[config.mk]
export PLATFORM = sky130hd
export DESIGN_NAME = fbc_codec
export DESIGN_NICKNAME = d
export VERILOG_FILES = /design/src/fbc_pkg.sv /design/src/fbc_fifo.sv /design/src/fbc_codec.sv
export SDC_FILE = /design/constraint.sdc
export NUM_CORES = 1
export LEC_CHECK = 0
export BUFFER_PORTS_ARGS = -buffer_cell sky130_fd_sc_hd__buf_2
export CORE_MARGIN = 3
export CORE_UTILIZATION = 55
export DETAILED_ROUTE_END_ITERATION = 8
export GPL_TIMING_DRIVEN = 0
export MAX_ROUTING_LAYER = met4
export PLACE_DENSITY = 0.76
export SLEW_MARGIN = 20
export SYNTH_ARGS = -nofsm -noshare
export SYNTH_HDL_FRONTEND = slang
export SYNTH_SLANG_ARGS = --single-unit
export TNS_END_PERCENT = 20
[constraint.sdc]
create_clock -name clk -period 2.4 [get_ports clk]
set_input_delay 0.36 -clock clk [delete_from_list [all_inputs] [get_ports clk]]
set_output_delay 0.36 -clock clk [all_outputs]
set_load 0.005 [all_outputs]
[src/fbc_pkg.sv]
package fbc_pkg;
    localparam logic [4:0] SYM_IDLE = 5'h1F;
    localparam logic [4:0] SYM_SSD1 = 5'h18;
    localparam logic [4:0] SYM_SSD2 = 5'h11;
    localparam logic [4:0] SYM_ESD1 = 5'h0D;
    localparam logic [4:0] SYM_ESD2 = 5'h07;
    localparam logic [4:0] SYM_TXERR = 5'h04;
    localparam logic [3:0] NIB_SSD = 4'h5;
    localparam int FIFO_DEPTH = 4;
    typedef enum logic [2:0] {TX_IDLE, TX_SSD1, TX_SSD2, TX_DATA, TX_ESD1, TX_ESD2} fbc_tx_state_t;
    typedef enum logic [1:0] {RX_IDLE, RX_SSD, RX_FRAME, RX_ESD} fbc_rx_state_t;
endpackage : fbc_pkg

[src/fbc_fifo.sv]
`timescale 1ns/1ps
`default_nettype none
module fbc_fifo #(
    parameter int WIDTH = 5,
    parameter int DEPTH = 4
) (
    // clock and reset
    input wire logic clk,
    input wire logic rst,
    // fill side
    input wire logic in_valid,
    output logic in_ready,
    input wire logic [WIDTH-1:0] in_data,
    // drain side
    output logic out_valid,
    input wire logic out_ready,
    output logic [WIDTH-1:0] out_data
);
    localparam int AW = (DEPTH > 1) ? $clog2(DEPTH) : 1;
    localparam logic [AW:0] PTR_STEP = {{AW{1'b0}}, 1'b1};
    // the wrap bit only tells full from empty when the depth is a power of two
    if (DEPTH < 2 || (DEPTH & (DEPTH - 1)) != 0) begin : g_bad_depth
        $error("fbc_fifo: DEPTH must be a power of two of at least 2");
    end
    if (WIDTH < 1) begin : g_bad_width
        $error("fbc_fifo: WIDTH must be at least 1");
    end
    logic [WIDTH-1:0] mem [DEPTH];
    logic [AW:0] wr_ptr;
    logic [AW:0] rd_ptr;
    wire full = (wr_ptr[AW] != rd_ptr[AW]) && (wr_ptr[AW-1:0] == rd_ptr[AW-1:0]);
    wire empty = (wr_ptr == rd_ptr);
    wire do_wr = in_valid && !full;
    wire do_rd = out_ready && !empty;
    assign in_ready = !full;
    assign out_valid = !empty;
    assign out_data = mem[rd_ptr[AW-1:0]];
    always_ff @(posedge clk) begin
        if (do_wr) mem[wr_ptr[AW-1:0]] <= in_data;
    end
    always_ff @(posedge clk or posedge rst) begin
        if (rst) begin
            wr_ptr <= '0;
            rd_ptr <= '0;
        end else begin
            if (do_wr) wr_ptr <= wr_ptr + PTR_STEP;
            if (do_rd) rd_ptr <= rd_ptr + PTR_STEP;
        end
    end
endmodule : fbc_fifo
`default_nettype wire

[src/fbc_codec.sv]
`timescale 1ns/1ps
`default_nettype none
module fbc_codec
    import fbc_pkg::*;
(
    // clock and reset
    input wire logic clk,
    input wire logic rst,
    // transmit nibbles from mac
    input wire logic tx_en,
    input wire logic tx_er,
    input wire logic [3:0] tx_nib,
    // transmit code groups toward line, one per symbol enable
    input wire logic sym_en,
    output logic [4:0] tx_sym,
    output logic tx_sym_valid,
    output logic tx_overflow,
    // receive code groups from line
    input wire logic rx_sym_valid,
    input wire logic [4:0] rx_sym,
    // receive nibbles toward mac
    output logic rx_dv,
    output logic rx_er,
    output logic [3:0] rx_nib,
    output logic rx_start,
    output logic rx_end,
    output logic rx_idle
);
    // code group of each data nibble, indexed by the nibble; one table serves both directions
    localparam logic [4:0] ENC_TABLE [16] = '{
        5'h1E, 5'h09, 5'h14, 5'h15,
        5'h0A, 5'h0B, 5'h0E, 5'h0F,
        5'h12, 5'h13, 5'h16, 5'h17,
        5'h1A, 5'h1B, 5'h1C, 5'h1D
    };

    // ---------------- transmit ----------------
    // mac nibbles are pushed into the fifo with a flag bit for tx_er and a
    // frame-end marker; the symbol side drains it at the symbol rate
    // word layout: bit 5 end marker, bit 4 transmit error, bits 3..0 nibble
    logic tx_en_d;
    logic end_pending;
    wire frame_end = tx_en_d && !tx_en;
    // an end marker refused by a full fifo is held back, else the frame would never close
    wire want_end = frame_end || end_pending;
    wire [5:0] push_word = want_end ? 6'h20 : {1'b0, tx_er, tx_nib};
    wire push = tx_en || want_end;
    wire fifo_in_ready;
    wire fifo_out_valid;
    wire [5:0] fifo_out;
    fbc_tx_state_t tx_state;
    fbc_tx_state_t next_tx_state;
    logic [4:0] next_tx_sym;
    logic pop;
    // the fifo is only drained on symbol times, whatever the pacing
    wire fifo_pop = pop && sym_en;

    fbc_fifo #(.WIDTH(6), .DEPTH(FIFO_DEPTH)) u_fifo (
        .clk(clk),
        .rst(rst),
        .in_valid(push),
        .in_ready(fifo_in_ready),
        .in_data(push_word),
        .out_valid(fifo_out_valid),
        .out_ready(fifo_pop),
        .out_data(fifo_out)
    );

    wire head_is_end = fifo_out[5];
    wire [4:0] data_sym = fifo_out[4] ? SYM_TXERR : ENC_TABLE[fifo_out[3:0]];

    always_comb begin
        next_tx_state = tx_state;
        next_tx_sym = SYM_IDLE;
        pop = 1'b0;
        case (tx_state)
            TX_IDLE: begin
                if (fifo_out_valid && !head_is_end) begin
                    next_tx_sym = SYM_SSD1;
                    next_tx_state = TX_SSD1;
                end else begin
                    pop = fifo_out_valid;
                end
            end
            TX_SSD1: begin
                next_tx_sym = SYM_SSD2;
                next_tx_state = TX_DATA;
            end
            TX_DATA, TX_SSD2: begin
                if (fifo_out_valid && head_is_end) begin
                    pop = 1'b1;
                    next_tx_sym = SYM_ESD1;
                    next_tx_state = TX_ESD1;
                end else if (fifo_out_valid) begin
                    pop = 1'b1;
                    next_tx_sym = data_sym;
                end else begin
                    // underrun: mark the frame broken rather than stall the line
                    next_tx_sym = SYM_TXERR;
                end
            end
            TX_ESD1: begin
                next_tx_sym = SYM_ESD2;
                next_tx_state = TX_IDLE;
            end
            default: begin
                next_tx_state = TX_IDLE;
            end
        endcase
    end

    always_ff @(posedge clk or posedge rst) begin
        if (rst) begin
            tx_en_d <= 1'b0;
            end_pending <= 1'b0;
            tx_state <= TX_IDLE;
            tx_sym <= SYM_IDLE;
            tx_sym_valid <= 1'b0;
            tx_overflow <= 1'b0;
        end else begin
            tx_en_d <= tx_en;
            end_pending <= want_end && !fifo_in_ready;
            tx_overflow <= push && !fifo_in_ready;
            tx_sym_valid <= sym_en;
            if (sym_en) begin
                tx_state <= next_tx_state;
                tx_sym <= next_tx_sym;
            end
        end
    end

    // ---------------- receive ----------------
    fbc_rx_state_t rx_state;
    // one comparator per data group; a group that hits none is not data
    wire [15:0] rx_hit;
    for (genvar gi = 0; gi < 16; gi++) begin : g_dec
        assign rx_hit[gi] = (rx_sym == ENC_TABLE[gi]);
    end
    wire rx_is_data = |rx_hit;
    wire [3:0] rx_dec_nib = {|(rx_hit & 16'hFF00), |(rx_hit & 16'hF0F0), |(rx_hit & 16'hCCCC), |(rx_hit & 16'hAAAA)};
    wire rx_is_ssd1 = (rx_sym == SYM_SSD1);
    wire rx_is_ssd2 = (rx_sym == SYM_SSD2);
    wire rx_is_esd1 = (rx_sym == SYM_ESD1);
    wire rx_is_esd2 = (rx_sym == SYM_ESD2);
    wire rx_is_idle = (rx_sym == SYM_IDLE);
    wire rx_is_txerr = (rx_sym == SYM_TXERR);

    always_ff @(posedge clk or posedge rst) begin
        if (rst) begin
            rx_state <= RX_IDLE;
            rx_dv <= 1'b0;
            rx_er <= 1'b0;
            rx_nib <= 4'h0;
            rx_start <= 1'b0;
            rx_end <= 1'b0;
            rx_idle <= 1'b1;
        end else if (rx_sym_valid) begin
            rx_start <= 1'b0;
            rx_end <= 1'b0;
            rx_er <= 1'b0;
            rx_idle <= rx_is_idle;
            case (rx_state)
                RX_IDLE: begin
                    rx_dv <= 1'b0;
                    if (rx_is_ssd1) rx_state <= RX_SSD;
                end
                RX_SSD: begin
                    if (rx_is_ssd2) begin
                        rx_state <= RX_FRAME;
                        rx_start <= 1'b1;
                        rx_dv <= 1'b1;
                        rx_nib <= NIB_SSD;
                    end else begin
                        rx_state <= rx_is_ssd1 ? RX_SSD : RX_IDLE;
                    end
                end
                RX_FRAME: begin
                    if (rx_is_esd1) begin
                        rx_state <= RX_ESD;
                        rx_dv <= 1'b0;
                    end else if (rx_is_idle) begin
                        // frame lost its delimiter: close it with an error
                        rx_state <= RX_IDLE;
                        rx_dv <= 1'b0;
                        rx_er <= 1'b1;
                    end else begin
                        rx_dv <= 1'b1;
                        rx_nib <= rx_dec_nib;
                        rx_er <= !rx_is_data;
                    end
                end
                RX_ESD: begin
                    rx_state <= RX_IDLE;
                    rx_end <= rx_is_esd2;
                    rx_er <= !rx_is_esd2;
                end
                default: rx_state <= RX_IDLE;
            endcase
        end else begin
            rx_start <= 1'b0;
            rx_end <= 1'b0;
        end
    end

    property p_never_invalid;
        @(posedge clk) disable iff (rst)
        !(tx_sym inside {5'h00, 5'h01, 5'h02, 5'h03, 5'h05, 5'h06, 5'h08, 5'h0C, 5'h10, 5'h19});
    endproperty
    a_never_invalid: assert property (p_never_invalid) else $error("encoder sent invalid group");

    property p_ssd_pair;
        @(posedge clk) disable iff (rst)
        (sym_en && tx_state == TX_SSD1) |=> (tx_sym == SYM_SSD2) && $past(tx_sym) == SYM_SSD1;
    endproperty
    a_ssd_pair: assert property (p_ssd_pair) else $error("start delimiter pair broken");

    property p_esd_pair;
        @(posedge clk) disable iff (rst)
        (sym_en && tx_state == TX_ESD1) |=> tx_sym == SYM_ESD2 && tx_state == TX_IDLE;
    endproperty
    a_esd_pair: assert property (p_esd_pair) else $error("end delimiter pair broken");

    property p_idle_out;
        @(posedge clk) disable iff (rst)
        (sym_en && tx_state == TX_IDLE && !fifo_out_valid) |=> tx_sym == SYM_IDLE;
    endproperty
    a_idle_out: assert property (p_idle_out) else $error("idle not sent between frames");

    property p_rx_invalid;
        @(posedge clk) disable iff (rst)
        (rx_sym_valid && rx_state == RX_FRAME && !rx_is_data && !rx_is_esd1 && !rx_is_idle) |=> rx_er;
    endproperty
    a_rx_invalid: assert property (p_rx_invalid) else $error("invalid group in frame without error");

    property p_rx_data;
        @(posedge clk) disable iff (rst)
        (rx_sym_valid && rx_state == RX_FRAME && rx_sym == 5'h1E) |=> rx_dv && rx_nib == 4'h0 && !rx_er;
    endproperty
    a_rx_data: assert property (p_rx_data) else $error("data zero misdecoded");

    property p_rx_start;
        @(posedge clk) disable iff (rst)
        (rx_sym_valid && rx_state == RX_SSD && rx_is_ssd2) |=> rx_start && rx_nib == NIB_SSD;
    endproperty
    a_rx_start: assert property (p_rx_start) else $error("frame start missed");

    property p_tx_err;
        @(posedge clk) disable iff (rst)
        (sym_en && tx_state == TX_DATA && fifo_out_valid && !fifo_out[5] && fifo_out[4]) |=> tx_sym == SYM_TXERR;
    endproperty
    a_tx_err: assert property (p_tx_err) else $error("transmit error not substituted");
endmodule : fbc_codec
`default_nettype wire

# Word level (Yosys, flattened, before mapping)
# Memories as Yosys holds them, arrays and structs flattened.
# Index checks and enable logic that the tools add are counted.
[op_classes] add_sub_neg=2 n_lt_le_gt_ge=1 n_eq_ne=38 muxes=39 bitwise=1 n_reduce_logical=31
[op_table] cell="$eq 5x5->1 const B" count=14
[op_table] cell="$reduce_or 8->1" count=4
[op_table] cell="$eq 5x4->1 const B" count=6
[op_table] cell="$mux 5" count=5
[op_table] cell="$pmux 5 s4" count=1
[op_table] cell="$mux 1" count=16
[op_table] cell="$reduce_or 16->1" count=1
[op_table] cell="$mux 4" count=3
[op_table] cell="$ne 2x2->1 const B" count=6
[op_table] cell="$logic_and 1x1->1" count=9
[op_table] cell="$mux 3" count=3
[op_table] cell="$pmux 3 s3" count=1
[op_table] cell="$reduce_and 3->1" count=3
[op_table] cell="$mux 2" count=4
[op_table] cell="$pmux 2 s4" count=1
[op_table] cell="$pmux 4 s2" count=1
[op_table] cell="$add 3x1->3 const B" count=2
[op_table] cell="$eq 3x2->1 const B" count=2
[op_table] cell="$logic_not 1->1" count=6
[op_table] cell="$mux 6" count=1
[op_table] cell="$eq 5x3->1 const B" count=1
[op_table] cell="$ge 5x5->1 const B" count=1
[op_table] cell="$not 4->5" count=1
[op_table] cell="$reduce_and 5->1" count=1
[op_table] cell="16 further kinds" count=19
[word_totals] regBits=29 ramBits=24 romBits=80 wordCells=129 memories=2
[memory_table] name="(name not given)" depth=16 word_bits=5 read_ports=1 rd_ports_with_merged_regs=0 wr=0 line_no="fbc_codec.sv:70" rtl="wire [4:0] data_sym = fifo_out[4] ? SYM_TXERR : ENC_TABLE[fifo_out[3:0]];"
[memory_table] name="u_fifo.mem" depth=4 word_bits=6 read_ports=1 rd_ports_with_merged_regs=0 wr=1 line_no="fbc_fifo.sv:28" rtl="logic [WIDTH-1:0] mem [DEPTH];"

# Depth between registers and ports, before layout
# An unclocked memory read counts as a cell.
[depth] depth_word=9 mapped_depth=5

# Hierarchy
# A second synthesis with hierarchy kept.
[hier_totals] cells_unflattened=234 area_unflattened_um2=2810.2
[by_module_without_submodules] mod="fbc_codec" n_inst=1 cells_each=154 area_each_um2=1420.1
[by_module_without_submodules] mod="fbc_fifo" n_inst=1 cells_each=80 area_each_um2=1390.1

# Worst setup path after synthesis
# No wires, ideal clock.
[synth_path] path_type="register to register" from="register u_fifo.rd_ptr[0]" to="register u_fifo.rd_ptr[1]" setup_ns=0.125 arrival_time_ns=1.671 t_required_ns=2.275 path_slack_ns=0.604 stages_incl_launch_ff=6 period_less_slack_ns=1.796 cell_sequence="dfrtp_1 -> buf_6 -> mux4_2 -> a21oi_1 -> nor3b_1 -> mux2_2"
[synth_between] elab_chain_len=7 word_cells_on_any_way=13 cone_classes="add/sub (1); eq/ne (1); mux (4); reduce/logical (6); memory (1)"
[synth_lines] item="from (decl)" line_no="fbc_fifo.sv:30" rtl="logic [AW:0] rd_ptr;"
[synth_lines] item="from (signal assigned)" line_no="fbc_fifo.sv:47" rtl="if (do_rd) rd_ptr <= rd_ptr + PTR_STEP;"
[synth_lines] item="$mem_v2 4x6 or $eq 3x3->1 (tied branches)"
[synth_lines] item="$logic_not 1->1 (on tied branches)" line_no="fbc_codec.sv:78, fbc_fifo.sv:34, fbc_fifo.sv:36"
[synth_lines] item="$logic_and 1x1->1 (on tied branches)" line_no="fbc_codec.sv:78, fbc_codec.sv:90"
[synth_lines] item="$mux 1 (on tied branches)" line_no="fbc_codec.sv:78, fbc_codec.sv:90"
[synth_lines] item="$pmux 1 s2" line_no="fbc_codec.sv:76" rtl="case (tx_state)"
[synth_lines] item="$logic_and 1x1->1" line_no="fbc_codec.sv:56" rtl="wire fifo_pop = pop && sym_en;"
[synth_lines] item="$logic_and 1x1->1" line_no="fbc_fifo.sv:34" rtl="wire do_rd = out_ready && !empty;"
# Parallel ways exist; a longest one is shown, timed or not.
# A chain may end at the register's enable or synchronous reset.

# Worst setup path after layout
[layout_path] from="register u_fifo.rd_ptr[1]" to="memory u_fifo.mem[3][2] (enable)"
[layout_between] elab_chain_len=6
[layout_lines] item="$eq 2x2->1" line_no="fbc_fifo.sv:31" rtl="wire full = (wr_ptr[AW] != rd_ptr[AW]) && (wr_ptr[AW-1:0] == rd_ptr[AW-1:0]);"
[layout_lines] item="$logic_and 1x1->1" line_no="fbc_fifo.sv:31"
[layout_lines] item="$logic_not 1->1" line_no="fbc_fifo.sv:33" rtl="wire do_wr = in_valid && !full;"
[layout_lines] item="$logic_and 1x1->1" line_no="fbc_fifo.sv:33"
[layout_lines] item="$mux 1" line_no="fbc_fifo.sv:39" rtl="if (do_wr) mem[wr_ptr[AW-1:0]] <= in_data;"
[layout_lines] item="$mux 1 (implied by the code)" line_no="fbc_fifo.sv:39"
[layout_lines] item="to (decl)" line_no="fbc_fifo.sv:28"
# Every way passes these cells.

==> flow_metrics.env <==
export IMPL_cp_cell_sequence="buf_2 -> xnor2_1 -> a31oi_1 -> and2_1"
export IMPL_nNetsFinal=284
export IMPL_antenna_found_initial=0
export IMPL_rrSetupSlack_ns=0.25
export IMPL_n_fill_cell=357
export IMPL_reg2reg_from="u_fifo.rd_ptr[1]$_DFFE_PP0P_"
export IMPL_cp_slowest_cell="a31oi_1"
export IMPL_yosysUniqueCellTypes=49
export IMPL_io_pins=31
export IMPL_worstPathMaxFanout=9
export IMPL_synth_async_reset_ratio_pct=54.7
export IMPL_worstPathRequired_ns=2.38
export IMPL_place_hpwl_mm=3.56
export IMPL_synth_top_area_share_pct=26.7
export IMPL_post_cts_buffers=0
export IMPL_vias=1772
export IMPL_grt_first_pass_wirelength_mm=8.14
export IMPL_fmax_mhz=466
export IMPL_min_period_ns=2.15
export IMPL_synth_area_leader_cell="edfxtp_1"
export IMPL_drive_gt1_share_pct=22.3
export IMPL_synth_area_um2=2700
export IMPL_slowest_delay_ns=0.53
export IMPL_rr_endpoint="u_fifo.mem[3][2]$_DFFE_PP_"
export IMPL_finalCritPeriodShare_pct=89.4
export IMPL_yosysWarnings=0
export IMPL_grt_max_degree=30
export IMPL_coreArea_um2=4530
export IMPL_yosysSeqAreaShare_pct=53.9
export IMPL_rows=24
export IMPL_cts_buffers=5
export IMPL_synthCells=223
export IMPL_diodes=0
export IMPL_drtAntennaViolNets=0
export IMPL_start_util_pct=59.5
export IMPL_clock_sinks=53
export IMPL_clock_path_buffers=2
export IMPL_multi_input_area_um2=1140
export IMPL_final_hold_viol_count=0
export IMPL_postSynthAreaPerCell_um2=12.1
export IMPL_max_slew_worst_pin_slew_ns=0.591
export IMPL_startpoint_type="flop"
export IMPL_cts_resized=0
export IMPL_synth_area_leaders="edfxtp_1, dfrtp_1, dfstp_2, mux4_1, ha_1"
export IMPL_grt_pass1_vias=1724
export IMPL_max_cap_viol_count=0
export IMPL_p_per_area_nw_per_um2=1160
export IMPL_syn_nets=248
export IMPL_syn2layout_area_growth_pct=12.0
export IMPL_grt_total_usage_pct=18.1
export IMPL_synth_edff_count=24
export IMPL_crit_buf_inv=1
export IMPL_final_area_um2=3020
export IMPL_firstDrtPassIters=5
export IMPL_overflow=0
export IMPL_maxSlewViolCount=0
export IMPL_rsz0062_at_grt="false"
export IMPL_cts_tree="yes"
export IMPL_tns_ns=0
export IMPL_hold_buffers=0
export IMPL_drtIter0Drc=113
export IMPL_post_synth_top_count_cell="edfxtp_1"
export IMPL_skew_ns=0.0126
export IMPL_finalWirelength_mm=4.82
export IMPL_place_congestion=0.875
export IMPL_endpoint_kind="flop"
export IMPL_viasPerCell=5.45
export IMPL_status="completed"
export IMPL_dieArea_um2=5780
export IMPL_finalSetupViolCount=0
export IMPL_seqCellArea_um2=1450
export IMPL_synth_seq_cells=53
export IMPL_p_leak_nw=1.25
export IMPL_chipWidth_um=76.0
export IMPL_cp_arrival_ns=2.12
export IMPL_htree_levels=2
export IMPL_crit_type="reg2reg"
export IMPL_reg2reg_depth=4
export IMPL_synth_flop_cell="edfxtp_1"
export IMPL_drc=0
export IMPL_cts_root_buffer="clkbuf_8"
export IMPL_hold_path_class="in2async"
export IMPL_cp_top_family="compound AO/OA/AOI/OAI gates"
export IMPL_wire_per_inst_um=14.8
export IMPL_placed_cell_area_um2=2920
export IMPL_portBuffers=29
export IMPL_clk_pin_slew_ns=0.10
export IMPL_insertion_delay_ns=0.31
export IMPL_slew_limit_headroom_pct=60.4
export IMPL_vdd_ir_drop_max_mv=0.701
export IMPL_ys_top_cells_by_count="edfxtp_1, dfrtp_1, inv_1"
export IMPL_die_h_um=76.0
[through the flow]
| step | hold slack, ns | total power [W] | cells | utilization, % | setup WS [ns] |
|---|---|---|---|---|---|
| after global placement | 0.468 | 0.00295 | 317 | 64.5 | 0.352 |
| final | 0.107 | 0.00351 | 325 | 66.6 | 0.253 |
| after floorplan | 0.391 | 0.00262 | 223 | - | 0.604 |
| after detailed placement | 0.471 | 0.00302 | 317 | 64.5 | 0.269 |
| after global routing | 0.147 | 0.00382 | 325 | 66.6 | 0.0517 |
| after CTS | 0.195 | 0.00354 | 325 | 66.6 | 0.255 |
[logic make-up (layout without fill, tap and decap cells)]
logic type	after synthesis	in the layout	synth area share, %
DFF	53	53	53.9
AOI/OAI and AO/OA	49	49	12.8
buffers and inverters	25	62	3.90
and+or+nand+nor	59	59	11.7
muxes	11	11	7.80
xor gates and xnor gates	16	16	5.20
adders and majority gates	10	10	4.64
[registers in the layout, indices dropped and copies added, names as in the netlist]
register / count
u_fifo.mem: 24
tx_sym_valid: 1
u_fifo.rd_ptr: 3
rx_dv: 1
rx_er: 1
rx_start: 1
rx_end: 1
tx_state: 3
rx_state: 2
rx_idle: 1
rx_nib: 4
tx_sym: 5
tx_en_d: 1
tx_overflow: 1
u_fifo.wr_ptr: 3
end_pending: 1
[cell usage in the layout, fill, tap and decap left out, types with 3 or more instances in the layout]
cell	count
dfstp_2	6
and2_1	9
nor2b_1	6
buf_2	32
xnor2_1	7
mux2_2	5
nor2_1	13
a21oi_1	6
mux4_1	5
edfxtp_1	24
o211ai_1	3
o31ai_1	4
xor2_1	9
nand2b_1	5
nor3_1	3
clkbuf_8	5
o21ai_0	9
a31oi_1	5
inv_1	15
nand2_1	9
dfrtp_1	23
ha_1	10
clkbuf_1	5
nand3_1	7
[worst reg2reg max path, cell delays in order (launching register included)]
cell	delay [ns]
dfrtp_1	0.39
buf_2	0.20
xnor2_1	0.23
a31oi_1	0.53
and2_1	0.47
[worst max path at each step]
| stage | startpoint | endpoint | slack, ns | depth (start not counted) |
|---|---|---|---|---|
| 2_1_floorplan | u_fifo.rd_ptr[0]$_DFFE_PP0P_ | u_fifo.rd_ptr[1]$_DFFE_PP0P_ | 0.60 | 5 |
| 3_3_place_gp | u_fifo.rd_ptr[1]$_DFFE_PP0P_ | u_fifo.mem[3][2]$_DFFE_PP_ | 0.35 | 4 |
| 3_5_place_dp | u_fifo.rd_ptr[1]$_DFFE_PP0P_ | u_fifo.mem[3][2]$_DFFE_PP_ | 0.27 | 4 |
| 4_1_cts | u_fifo.rd_ptr[1]$_DFFE_PP0P_ | u_fifo.mem[3][4]$_DFFE_PP_ | 0.26 | 4 |
| 5_1_grt | u_fifo.rd_ptr[1]$_DFFE_PP0P_ | u_fifo.mem[3][4]$_DFFE_PP_ | 0.05 | 4 |
| 6_report | u_fifo.rd_ptr[1]$_DFFE_PP0P_ | u_fifo.mem[3][2]$_DFFE_PP_ | 0.25 | 4 |
[layout make-up]
| class | instances | area share (%) |
|---|---|---|
| Clock inverter | 3 | 0.953 |
| Sequential cell | 53 | 48.1 |
| Clock buffer | 5 | 2.28 |
| Inverter | 16 | 1.99 |
| Buffer | 9 | 1.49 |
| Tap cell | 65 | 2.69 |
| Timing Repair Buffer | 29 | 4.81 |
| Multi-Input combinational cell | 145 | 37.7 |
[routing by layer]
layer	track usage, %	up-vias	part of all wire [%]
li1	-	890	-
met1	25.2	832	47
met2	27.7	46	48
met3	3.43	4	4.5
met4	4.71	0	0.62
met5	-	-	0
[report_power, final]
| group | switching (W) | total [W] | internal, W |
|---|---|---|---|
| Clock | 0.000305 | 0.000522 | 0.000216 |
| Sequential | 0.000144 | 0.00146 | 0.00131 |
| Combinational | 0.000874 | 0.00154 | 0.000662 |
| Total | 0.00132 | 0.00351 | 0.00219 |
Note: power is estimated with default switching activity, not from simulation.
